### config.mk
export PLATFORM = sky130hd
export DESIGN_NAME = ecp_fifo_ctrl
export DESIGN_NICKNAME = d
export VERILOG_FILES = /design/src/rtl/ecp_fifo_ctrl.v
export VERILOG_INCLUDE_DIRS = /design/src /design/src/rtl
export SDC_FILE = /design/constraint.sdc
export NUM_CORES = 1
export LEC_CHECK = 0
export BUFFER_PORTS_ARGS = -buffer_cell sky130_fd_sc_hd__buf_2
export CAP_MARGIN = 20
export CORE_AREA = 3 3 186 188
export CTS_BUF_LIST = sky130_fd_sc_hd__clkbuf_8
export DETAILED_ROUTE_END_ITERATION = 7
export DIE_AREA = 0 0 189 191
export GPL_TIMING_DRIVEN = 0
export HOLD_SLACK_MARGIN = 0.08
export SLEW_MARGIN = 25
export SYNTH_ARGS = -nofsm -noshare
export SYNTH_HDL_FRONTEND = slang
export SYNTH_SLANG_ARGS = --single-unit
### constraint.sdc
create_clock -name ref_clk -period 2.81 [get_ports ref_clk]
set_input_delay 0.1405 -clock ref_clk [delete_from_list [all_inputs] [get_ports ref_clk]]
set_output_delay 0.1405 -clock ref_clk [all_outputs]
set_load 0.02 [all_outputs]
### src/rtl/ecp_port_defs.vh
// register offsets, field positions, reset values and timing counts of the extended port
`ifndef ECP_PORT_DEFS_VH
`define ECP_PORT_DEFS_VH
`define OFS_DATA        3'h0
`define OFS_STATUS      3'h1
`define OFS_CONTROL     3'h2
`define OFS_FIFO_CFGA   3'h3
`define OFS_CFGB        3'h4
`define OFS_EXT_CTRL    3'h5
`define OFS_NONE        3'h7
`define MODE_STD        3'h0
`define MODE_PS2        3'h1
`define MODE_PFIFO      3'h2
`define MODE_EFIFO      3'h3
`define MODE_TEST       3'h6
`define MODE_CFG        3'h7
`define CFG_EN_BIT      2
`define CTL_DIR_BIT     5
`define CTL_AFD_BIT     1
`define CTL_STB_BIT     0
`define ECR_DMAEN_BIT   3
`define ECR_SERV_BIT    2
`define ECR_RESET       8'h15
`define CTL_RESET       8'h04
`define CFGA_VALUE      8'h14
`define CFGB_VALUE      8'h08
`define BASE_0          8'h9E
`define BASE_1          8'hDE
`define BASE_2          8'hEF
`define DMA_BURST_MAX   6'd32
`define SETTLE_NS       20
`define SETTLE_CYC      (((`SETTLE_NS) + 9) / 10)
`endif

### src/rtl/ecp_fifo_ctrl.v
// extended capabilities parallel port: register decode, tagged fifo, dma and cycle control
`timescale 1ns/1ps
// Function
// - sixteen-byte fifo either direction, command/data tag, full/empty, hardware strobes
// - port active only with enable bit 2; mode from extended control bits 7..5
// - all fifo register views reach one shared fifo at offset 0 or 3
// - dma requests when enabled and service clear; fill forward, drain backward
// - dma request dropped after at most 32 consecutive dma cycles
// - terminal count during dma cycle stops further requests
// - write to full dropped, read of empty undefined, flags unchanged
// - access to unavailable register has no effect
// - legacy status and control reachable in every mode; data register replaced outside modes 000/001
// - handshake lines sampled only after data lines settle
// - decode uses a9, a1, a0 and mode field
// - base address from a2..a8, one of three selectable values
// - leaving backward mode 011 mid-read aborts cycle, empties fifo
// - zero-wait response asserted on any register access while enabled
// - frozen clock disables dma, ignores fifo accesses
// - frozen clock reads service 0, full 1, empty 1; contents kept
// - frozen clock starts no new peripheral cycle
// - all port outputs inactive while disabled
// - leaving mode 010/011 resets fifo and dma, even when frozen
// - extended control resets to 00010101
// - direction bit 5: 0 forward drives data lines, 1 backward releases them in modes 001, 011 and 110 only
`include "ecp_port_defs.vh"
module ecp_fifo_ctrl #(
   parameter DEPTH = 16,
   parameter AW    = 4
)(
   input  wire       ref_clk,
   input  wire       rst,
   input  wire       portEnable,
   input  wire [1:0] baseSelect,
   input  wire       clkFrozen,
   input  wire [9:0] hostAddr,
   input  wire       hostRdStrobe,
   input  wire       hostWrStrobe,
   input  wire [7:0] hostWrData,
   input  wire       dmaAck,
   input  wire       termCount,
   input  wire [7:0] perDataIn,
   input  wire       perBusy,
   input  wire       perAck,
   input  wire [4:0] perStatus,
   output reg  [7:0] hostRdData,
   output reg        hostRdValid,
   output reg        zeroWaitOut,
   output reg        dmaReq,
   output reg  [7:0] perDataOut,
   output reg        perDataOe,
   output reg        strobeOut,
   output reg        autofeedOut,
   output reg        fifoFullOut,
   output reg        fifoEmptyOut
);
   // ---------------------------------------------
   // register decode
   // ---------------------------------------------
   reg  [7:0]    ctl_q;
   reg  [7:0]    ecr_q;
   reg  [7:0]    dataLatch_q;
   wire [2:0]    mode = ecr_q[7:5];
   wire          dirBack = ctl_q[`CTL_DIR_BIT] & (mode == `MODE_EFIFO || mode == `MODE_TEST || mode == `MODE_PS2);
   wire [7:0]    baseWord = (baseSelect == 2'd0) ? `BASE_0 :
                            (baseSelect == 2'd1) ? `BASE_1 : `BASE_2;
   // bank select takes the a9 slot; every selectable base has that bit set
   wire          hit = portEnable & ({1'b1, hostAddr[8:2]} == baseWord);
   reg  [2:0]    regIdx;
   always @*
   begin
      case ({hostAddr[9], hostAddr[1], hostAddr[0]})
         3'b000:  regIdx = `OFS_DATA;
         3'b001:  regIdx = `OFS_STATUS;
         3'b010:  regIdx = `OFS_CONTROL;
         default: regIdx = `OFS_NONE;
      endcase
   end
   wire          hiBank = hostAddr[9];
   wire          acc = hit & (hostRdStrobe | hostWrStrobe);
   wire [2:0]    idx = hiBank ? (hostAddr[1] ? (hostAddr[0] ? `OFS_NONE : `OFS_EXT_CTRL) :
                                 (hostAddr[0] ? `OFS_CFGB : `OFS_FIFO_CFGA)) : regIdx;
   // ---------------------------------------------
   // fifo store
   // ---------------------------------------------
   reg  [8:0]    mem [0:DEPTH-1];
   reg  [AW-1:0] wp_q;
   reg  [AW-1:0] rp_q;
   reg  [AW:0]   cnt_q;
   wire          full  = (cnt_q == DEPTH[AW:0]);
   wire          empty = (cnt_q == {(AW+1){1'b0}});
   wire          fifoMode = (mode == `MODE_PFIFO) | (mode == `MODE_EFIFO) | (mode == `MODE_TEST);
   wire          fifoView = ~clkFrozen & fifoMode;
   wire          hostPushD = acc & hostWrStrobe & fifoView & idx == `OFS_FIFO_CFGA &
                             (mode == `MODE_TEST | ~dirBack);
   wire          hostPushA = acc & hostWrStrobe & ~clkFrozen & mode == `MODE_EFIFO &
                             idx == `OFS_DATA & ~dirBack;
   wire          hostPop   = acc & hostRdStrobe & fifoView & idx == `OFS_FIFO_CFGA &
                             (mode == `MODE_TEST | (mode == `MODE_EFIFO & dirBack));
   reg           perPush;
   reg           perPop;
   wire          dmaXfer = dmaReq & dmaAck;
   wire          tcSet   = dmaXfer & termCount;
   wire          dmaPush = dmaXfer & ~dirBack;
   wire          dmaPop  = dmaXfer & dirBack;
   wire          pushReq = hostPushD | hostPushA | dmaPush | perPush;
   wire          popReq  = hostPop | dmaPop | perPop;
   wire          doPush = pushReq & ~full;
   wire          doPop  = popReq & ~empty;
   wire [8:0]    pushWord = perPush ? {1'b0, perDataIn} :
                            {hostPushA, hostWrData};
   reg  [2:0]    prevMode_q;
   wire          leaveFifo = (prevMode_q == `MODE_PFIFO || prevMode_q == `MODE_EFIFO) &&
                             (mode != `MODE_PFIFO && mode != `MODE_EFIFO);
   wire          flush = leaveFifo | ~portEnable | mode == `MODE_STD | mode == `MODE_PS2;
   always @(posedge ref_clk)
   begin
      if (doPush)
      begin
         mem[wp_q] <= pushWord;
      end
   end
   always @(posedge ref_clk or posedge rst)
   begin
      if (rst)
      begin
         wp_q  <= {AW{1'b0}};
         rp_q  <= {AW{1'b0}};
         cnt_q <= {(AW+1){1'b0}};
      end
      else if (flush)
      begin
         wp_q  <= {AW{1'b0}};
         rp_q  <= {AW{1'b0}};
         cnt_q <= {(AW+1){1'b0}};
      end
      else
      begin
         if (doPush)
         begin
            wp_q <= wp_q + 1'b1;
         end
         if (doPop)
         begin
            rp_q <= rp_q + 1'b1;
         end
         if (doPush & ~doPop)
         begin
            cnt_q <= cnt_q + 1'b1;
         end
         else if (doPop & ~doPush)
         begin
            cnt_q <= cnt_q - 1'b1;
         end
      end
   end
   // ---------------------------------------------
   // register writes
   // ---------------------------------------------
   always @(posedge ref_clk or posedge rst)
   begin
      if (rst)
      begin
         ctl_q       <= `CTL_RESET;
         ecr_q       <= `ECR_RESET;
         dataLatch_q <= 8'h00;
         prevMode_q  <= 3'h0;
      end
      else
      begin
         prevMode_q <= mode;
         if (acc & hostWrStrobe)
         begin
            if (idx == `OFS_CONTROL)
            begin
               ctl_q <= hostWrData;
            end
            if (idx == `OFS_DATA && (mode == `MODE_STD || mode == `MODE_PS2))
            begin
               dataLatch_q <= hostWrData;
            end
            if (idx == `OFS_EXT_CTRL)
            begin
               ecr_q <= {hostWrData[7:2], ecr_q[1:0]};
            end
         end
         if (tcSet)
         begin
            ecr_q[`ECR_SERV_BIT] <= 1'b1;
         end
      end
   end
   // ---------------------------------------------
   // dma request
   // ---------------------------------------------
   reg  [5:0]    burst_q;
   wire          dmaGo = ecr_q[`ECR_DMAEN_BIT] & ~ecr_q[`ECR_SERV_BIT] & ~clkFrozen &
                         (mode == `MODE_PFIFO | mode == `MODE_EFIFO) & ~flush;
   // a transfer under way counts already, so the request falls before the fifo overruns
   wire          need  = dirBack ? (dmaXfer ? (cnt_q > {{AW{1'b0}}, 1'b1}) : ~empty) :
                                   (dmaXfer ? (cnt_q < DEPTH[AW:0] - 1'b1) : ~full);
   always @(posedge ref_clk or posedge rst)
   begin
      if (rst)
      begin
         dmaReq  <= 1'b0;
         burst_q <= 6'd0;
      end
      else
      begin
         if (dmaXfer)
         begin
            burst_q <= burst_q + 6'd1;
         end
         else if (~dmaReq)
         begin
            burst_q <= 6'd0;
         end
         if (tcSet | (dmaXfer & burst_q == `DMA_BURST_MAX - 6'd1))
         begin
            dmaReq <= 1'b0;
         end
         else
         begin
            dmaReq <= dmaGo & need & (dmaReq | burst_q == 6'd0);
         end
      end
   end
   // ---------------------------------------------
   // peripheral cycle engine
   // ---------------------------------------------
   localparam ST_IDLE = 2'd0;
   localparam ST_SETL = 2'd1;
   localparam ST_WAIT = 2'd2;
   localparam ST_DONE = 2'd3;
   localparam integer SETTLE_W = `SETTLE_CYC;
   reg  [1:0]    st_q;
   reg  [3:0]    setl_q;
   wire          perFwd = (mode == `MODE_PFIFO | mode == `MODE_EFIFO) & ~dirBack;
   wire          perBck = (mode == `MODE_EFIFO) & dirBack;
   always @*
   begin
      perPush = 1'b0;
      perPop  = 1'b0;
      if (st_q == ST_WAIT && setl_q == 4'd0 && perAck && ~flush)
      begin
         perPush = perBck;
         perPop  = perFwd;
      end
   end
   always @(posedge ref_clk or posedge rst)
   begin
      if (rst)
      begin
         st_q        <= ST_IDLE;
         setl_q      <= 4'd0;
         strobeOut   <= 1'b0;
         autofeedOut <= 1'b0;
         perDataOut  <= 8'h00;
         perDataOe   <= 1'b0;
      end
      else if (~portEnable)
      begin
         st_q        <= ST_IDLE;
         strobeOut   <= 1'b0;
         autofeedOut <= 1'b0;
         perDataOe   <= 1'b0;
      end
      else
      begin
         perDataOe <= ~dirBack;
         if (~fifoMode)
         begin
            perDataOut <= dataLatch_q;
         end
         case (st_q)
            ST_IDLE:
            begin
               strobeOut   <= ctl_q[`CTL_STB_BIT];
               autofeedOut <= ctl_q[`CTL_AFD_BIT];
               if (~clkFrozen & ~flush & ~perBusy &
                   ((perFwd & ~empty) | (perBck & ~full)))
               begin
                  perDataOut <= mem[rp_q][7:0];
                  if (perFwd)
                  begin
                     autofeedOut <= ~mem[rp_q][8];
                  end
                  setl_q <= SETTLE_W[3:0];
                  st_q   <= ST_SETL;
               end
            end
            ST_SETL:
            begin
               strobeOut <= perFwd;
               if (perBck)
               begin
                  autofeedOut <= 1'b1;
               end
               st_q <= ST_WAIT;
            end
            ST_WAIT:
            begin
               if (setl_q != 4'd0)
               begin
                  setl_q <= setl_q - 4'd1;
               end
               else if (flush)
               begin
                  autofeedOut <= 1'b0;
                  strobeOut   <= 1'b0;
                  st_q        <= ST_IDLE;
               end
               else if (perAck)
               begin
                  strobeOut   <= 1'b0;
                  autofeedOut <= 1'b0;
                  st_q        <= ST_DONE;
               end
            end
            ST_DONE:
            begin
               if (~perAck)
               begin
                  st_q <= ST_IDLE;
               end
            end
            default: st_q <= ST_IDLE;
         endcase
      end
   end
   // ---------------------------------------------
   // host read path
   // ---------------------------------------------
   reg  [7:0]    rdMux;
   always @*
   begin
      rdMux = 8'h00;
      case (idx)
         `OFS_DATA:      rdMux = (mode == `MODE_STD || mode == `MODE_PS2) ? perDataIn : 8'h00;
         `OFS_STATUS:    rdMux = {perBusy, perAck, perStatus[4:3], 1'b0, perStatus[2:0]};
         `OFS_CONTROL:   rdMux = ctl_q;
         `OFS_FIFO_CFGA: rdMux = hostPop ? mem[rp_q][7:0] : (mode == `MODE_CFG ? `CFGA_VALUE : 8'h00);
         `OFS_CFGB:      rdMux = (mode == `MODE_CFG) ? `CFGB_VALUE : 8'h00;
         `OFS_EXT_CTRL:  rdMux = clkFrozen ? {ecr_q[7:3], 3'b011} :
                                 {ecr_q[7:2], full, empty};
         default:        rdMux = 8'h00;
      endcase
   end
   always @(posedge ref_clk or posedge rst)
   begin
      if (rst)
      begin
         hostRdData   <= 8'h00;
         hostRdValid  <= 1'b0;
         zeroWaitOut  <= 1'b0;
         fifoFullOut  <= 1'b0;
         fifoEmptyOut <= 1'b1;
      end
      else
      begin
         hostRdValid  <= acc & hostRdStrobe;
         zeroWaitOut  <= acc;
         fifoFullOut  <= full;
         fifoEmptyOut <= empty;
         if (acc & hostRdStrobe)
         begin
            hostRdData <= rdMux;
         end
      end
   end
endmodule // ecp_fifo_ctrl

==> impl_metrics.csv <==
group,metric,value,unit
outcome,outcome,"finished, final reports clean",
logic_synthesis,syn-cell-area,0.00984,mm^2
logic_synthesis,avgSynthCellArea,13.9,um^2
timing,finalMaxSlewViolations,0,
floorplanning,placementRows,67,
place,gp_congestion,0.845,
worst_setup_path,crit_required,3.04,ns
worst_hold_path,hold_path.class,"in -> async",
floorplanning,core_area,0.0333,mm^2
logic_synthesis,synthAdderAreaFrac,0.0267,
worst_setup_path,crit_path_end_kind,"register",
worst_setup_path,crit_fanout,8,
worst_setup_path,critical_path_class,"reg -> reg",
clock_tree,clk_pin_slew,0.07,ns
final_layout,final_common_cell,"edfxtp_1",
timing,setup-violations-final,0,
clock_tree,cts_buffers,37,
logic_synthesis,synthesis.nets,774,
power_and_ir_drop,power.total,6.42,mW
drt,vias_per_cell,5.07,
logic_synthesis,synth_cells,710,
logic_synthesis,synth_compound_area_frac,0.0950,
worst_setup_path,startpoint_type,"register",
logic_synthesis,async_reset_ff_frac,0.336,
clock_tree,clockBufferDepth,3,
logic_synthesis,synth.area.mux_share,0.123,
worst_setup_path,arrival,2.99,ns
final_layout,utilization,0.357,
global_routing,track_usage,0.147,
worst_setup_path,r2r_slack,0.05,ns
clock_tree,root_buffer,"clkbuf_8",
final_layout,layoutNonFillerInstCount,1317,
timing,finalCritPeriodShare,0.983,
place,port_buffers,66,
final_layout,fill_cells,3252,
logic_synthesis,yosysUniqueCellTypes,70,
drt,wl,26700,um
timing,hold_viol,0,
drt,remaining_drc_errors,0,
final_layout,layout_common_cells,"144 x edfxtp_1, 68 x buf_2, 68 x dfrtp_1",
logic_synthesis,synth.yosys.seq_area_share,0.626,
final_layout,syn2layout_area_growth,20.9,%
global_routing,grt_pass1_wl,41000,um
logic_synthesis,synth_edf_count,144,
drt,wire_per_inst,20.2,um
worst_setup_path,worstRegToRegCells,9,
timing,worstMarginPinSlew,1.04,ns
clock_tree,clock_latency,0.54,ns
global_routing,grt_max_degree,53,
floorplanning,fp.dieW,189,um
power_and_ir_drop,ir_drop,0.256,mV
final_layout,fin_nets,906,
power_and_ir_drop,power_density,540,mW/mm^2
logic_synthesis,synthSimpleGateAreaFrac,0.0977,
logic_synthesis,ys_seq_elements,217,
place,dp_hpwl,17900,um
drt,vias,6683,
logic_synthesis,synth-xor-area-share,0.0107,
final_layout,drive_gt1_frac,0.274,
floorplanning,io-pin-count,67,
timing,clock.fmax,362,MHz
power_and_ir_drop,leakage,4.53,nW
timing,slew_headroom,0.301,
logic_synthesis,ys_warn_count,0,
global_routing,antenna_found_initial,1,
clock_tree,cts_tree,"yes",
drt,firstDrtPassIters,5,
place,dp.cells,1226,
timing,fin_skew,0.0177,ns
drt,postRouteAntennaNets,0,
clock_tree,htree_levels,2,
clock_tree,clock-sinks,217,
global_routing,grt_pass1_vias,6852,
run,timing.max_cap.violations,0,
timing,fin_crit,2.76,ns
logic_synthesis,synth_top_family_by_area,"multiplexers",
global_routing,grt_overflow,0,
drt,drtIter0Drc,688,
floorplanning,initial_utilization,0.296,
final_layout,antenna_cells,0,
floorplanning,die_height,191,um
logic_synthesis,synth_flop_cell,"edfxtp_1",
floorplanning,die_area,0.0361,mm^2
-- worst paths after layout --
| check | startpoint | to |
|---|---|---|
| min reg2reg | ecr_q[6]$_DFFE_PP0P_ | prevMode_q[1]$_DFF_PP0_ |
| min | rst | st_q[0]$_DFFE_PP0P_ |
| max | ecr_q[7]$_DFFE_PP0P_ | mem[7][4]$_DFFE_PP_ |
| max in group asynchronous | rst | ecr_q[4]$_DFFE_PP1P_ |
| max reg2reg | ecr_q[7]$_DFFE_PP0P_ | mem[7][4]$_DFFE_PP_ |
| min in group ref_clk | perStatus[3] | hostRdData[4]$_DFFE_PP0N_ |
-- registers in the layout, summed over array words and instances, names as in the netlist, 5 cells and up --
name	flops
dataLatch_q	8
hostRdData	8
cnt_q	5
ecr_q	6
perDataOut	8
mem	144
burst_q	6
ctl_q	8
-- cell usage after synthesis (3+ instances only) --
cell type	instances	share of area
a22oi_1	10	0.0076
nand2b_1	5	0.0032
a222oi_1	4	0.0041
dfrtp_1	69	0.18
mux4_2	21	0.048
mux2_2	30	0.034
mux2i_1	37	0.038
inv_1	20	0.0076
edfxtp_1	144	0.44
o21ai_0	32	0.016
and4_1	5	0.0045
nor2b_1	5	0.0032
and2_1	16	0.010
nor3b_1	5	0.0038
ha_1	21	0.027
nand2_1	59	0.023
a221oi_1	20	0.018
nor3_1	6	0.0031
nand4b_1	3	0.0027
o31a_1	3	0.0027
dfstp_2	4	0.011
o31ai_1	6	0.0046
xor2_1	4	0.0036
clkbuf_1	17	0.0065
a21oi_1	25	0.013
nand3_1	13	0.0066
o22ai_1	10	0.0064
or3_1	3	0.0019
and3_1	10	0.0064
xnor2_1	8	0.0071
buf_2	7	0.0036
nand4_1	7	0.0045
nor2_1	37	0.014
-- timing repair --
item | CTS | global route
hold buffers | 19 | 0
setup buffers | 1 | 3
endpoints found under the setup margin | 253 | 160
gates cloned | 4 | 0
gates resized for setup | 53 | 16
pin swaps | 6 | 3
endpoints found under the hold margin | 105 | 0
-- area by class of cell --
| cell class | count | area (um^2) | area share |
|---|---|---|---|
| timing repair buffer | 91 | 586 | 0.0492 |
| sequential | 217 | 6160 | 0.518 |
| multi-input combinational | 447 | 3660 | 0.307 |
| clock inverter | 25 | 139 | 0.0117 |
| inverter | 21 | 85.1 | 0.00715 |
| clock buffer | 41 | 564 | 0.0474 |
| tap | 448 | 561 | 0.0471 |
| buffer | 27 | 146 | 0.0123 |
-- metrics by stage --
stage | setup slack [ns] | hold WS, ns | setup TNS, ns | instance area, um^2
2_1_floorplan | 0.103 | 0.224 | 0 | 9840
3_3_place_gp | -0.649 | 0.353 | -126.56 | 10700
3_5_place_dp | -0.746 | 0.128 | -125.38 | 10800
4_1_cts | 0.00261 | 0.0982 | 0 | 11800
5_1_grt | -0.0203 | 0.149 | -0.0540 | 11900
6_report | 0.0464 | 0.120 | 0 | 11900
-- report_power, final --
part,internal [mW],total [mW],switching [mW]
Combinational,0.0869,0.259,0.172
Sequential,3.42,3.43,0.0103
Clock,1.44,2.73,1.29
Total,4.95,6.42,1.47
-- kinds of logic (layout without fill, tap and decap cells) --
logic type | after synthesis | after routing
adders and majority gates | 21 | 21
buffers and inverters | 50 | 205
and+or+nand+nor | 187 | 191
DFF | 217 | 217
AOI/OAI and AO/OA | 133 | 133
muxes | 90 | 90
xor gates and xnor gates | 12 | 12
-- per-layer routing --
layer,vias to the layer above,track usage,wire (um)
met5,-,0,0
met4,0,0.0447,655
met3,48,0.0303,1670
met2,245,0.235,12500
met1,3382,0.202,11900
li1,3008,-,-
-- worst max-delay path, stage by stage (launching register included) --
cell and delay, ns:
dfrtp_2 0.46, and3b_1 0.25, or2_0 0.22, clkbuf_1 0.17, or3_4 0.48, o311ai_4 0.12
nand2_4 0.15, nor3b_4 0.20, buf_4 0.18, and2_4 0.22
No activity file was read; power rests on OpenSTA's default activity.
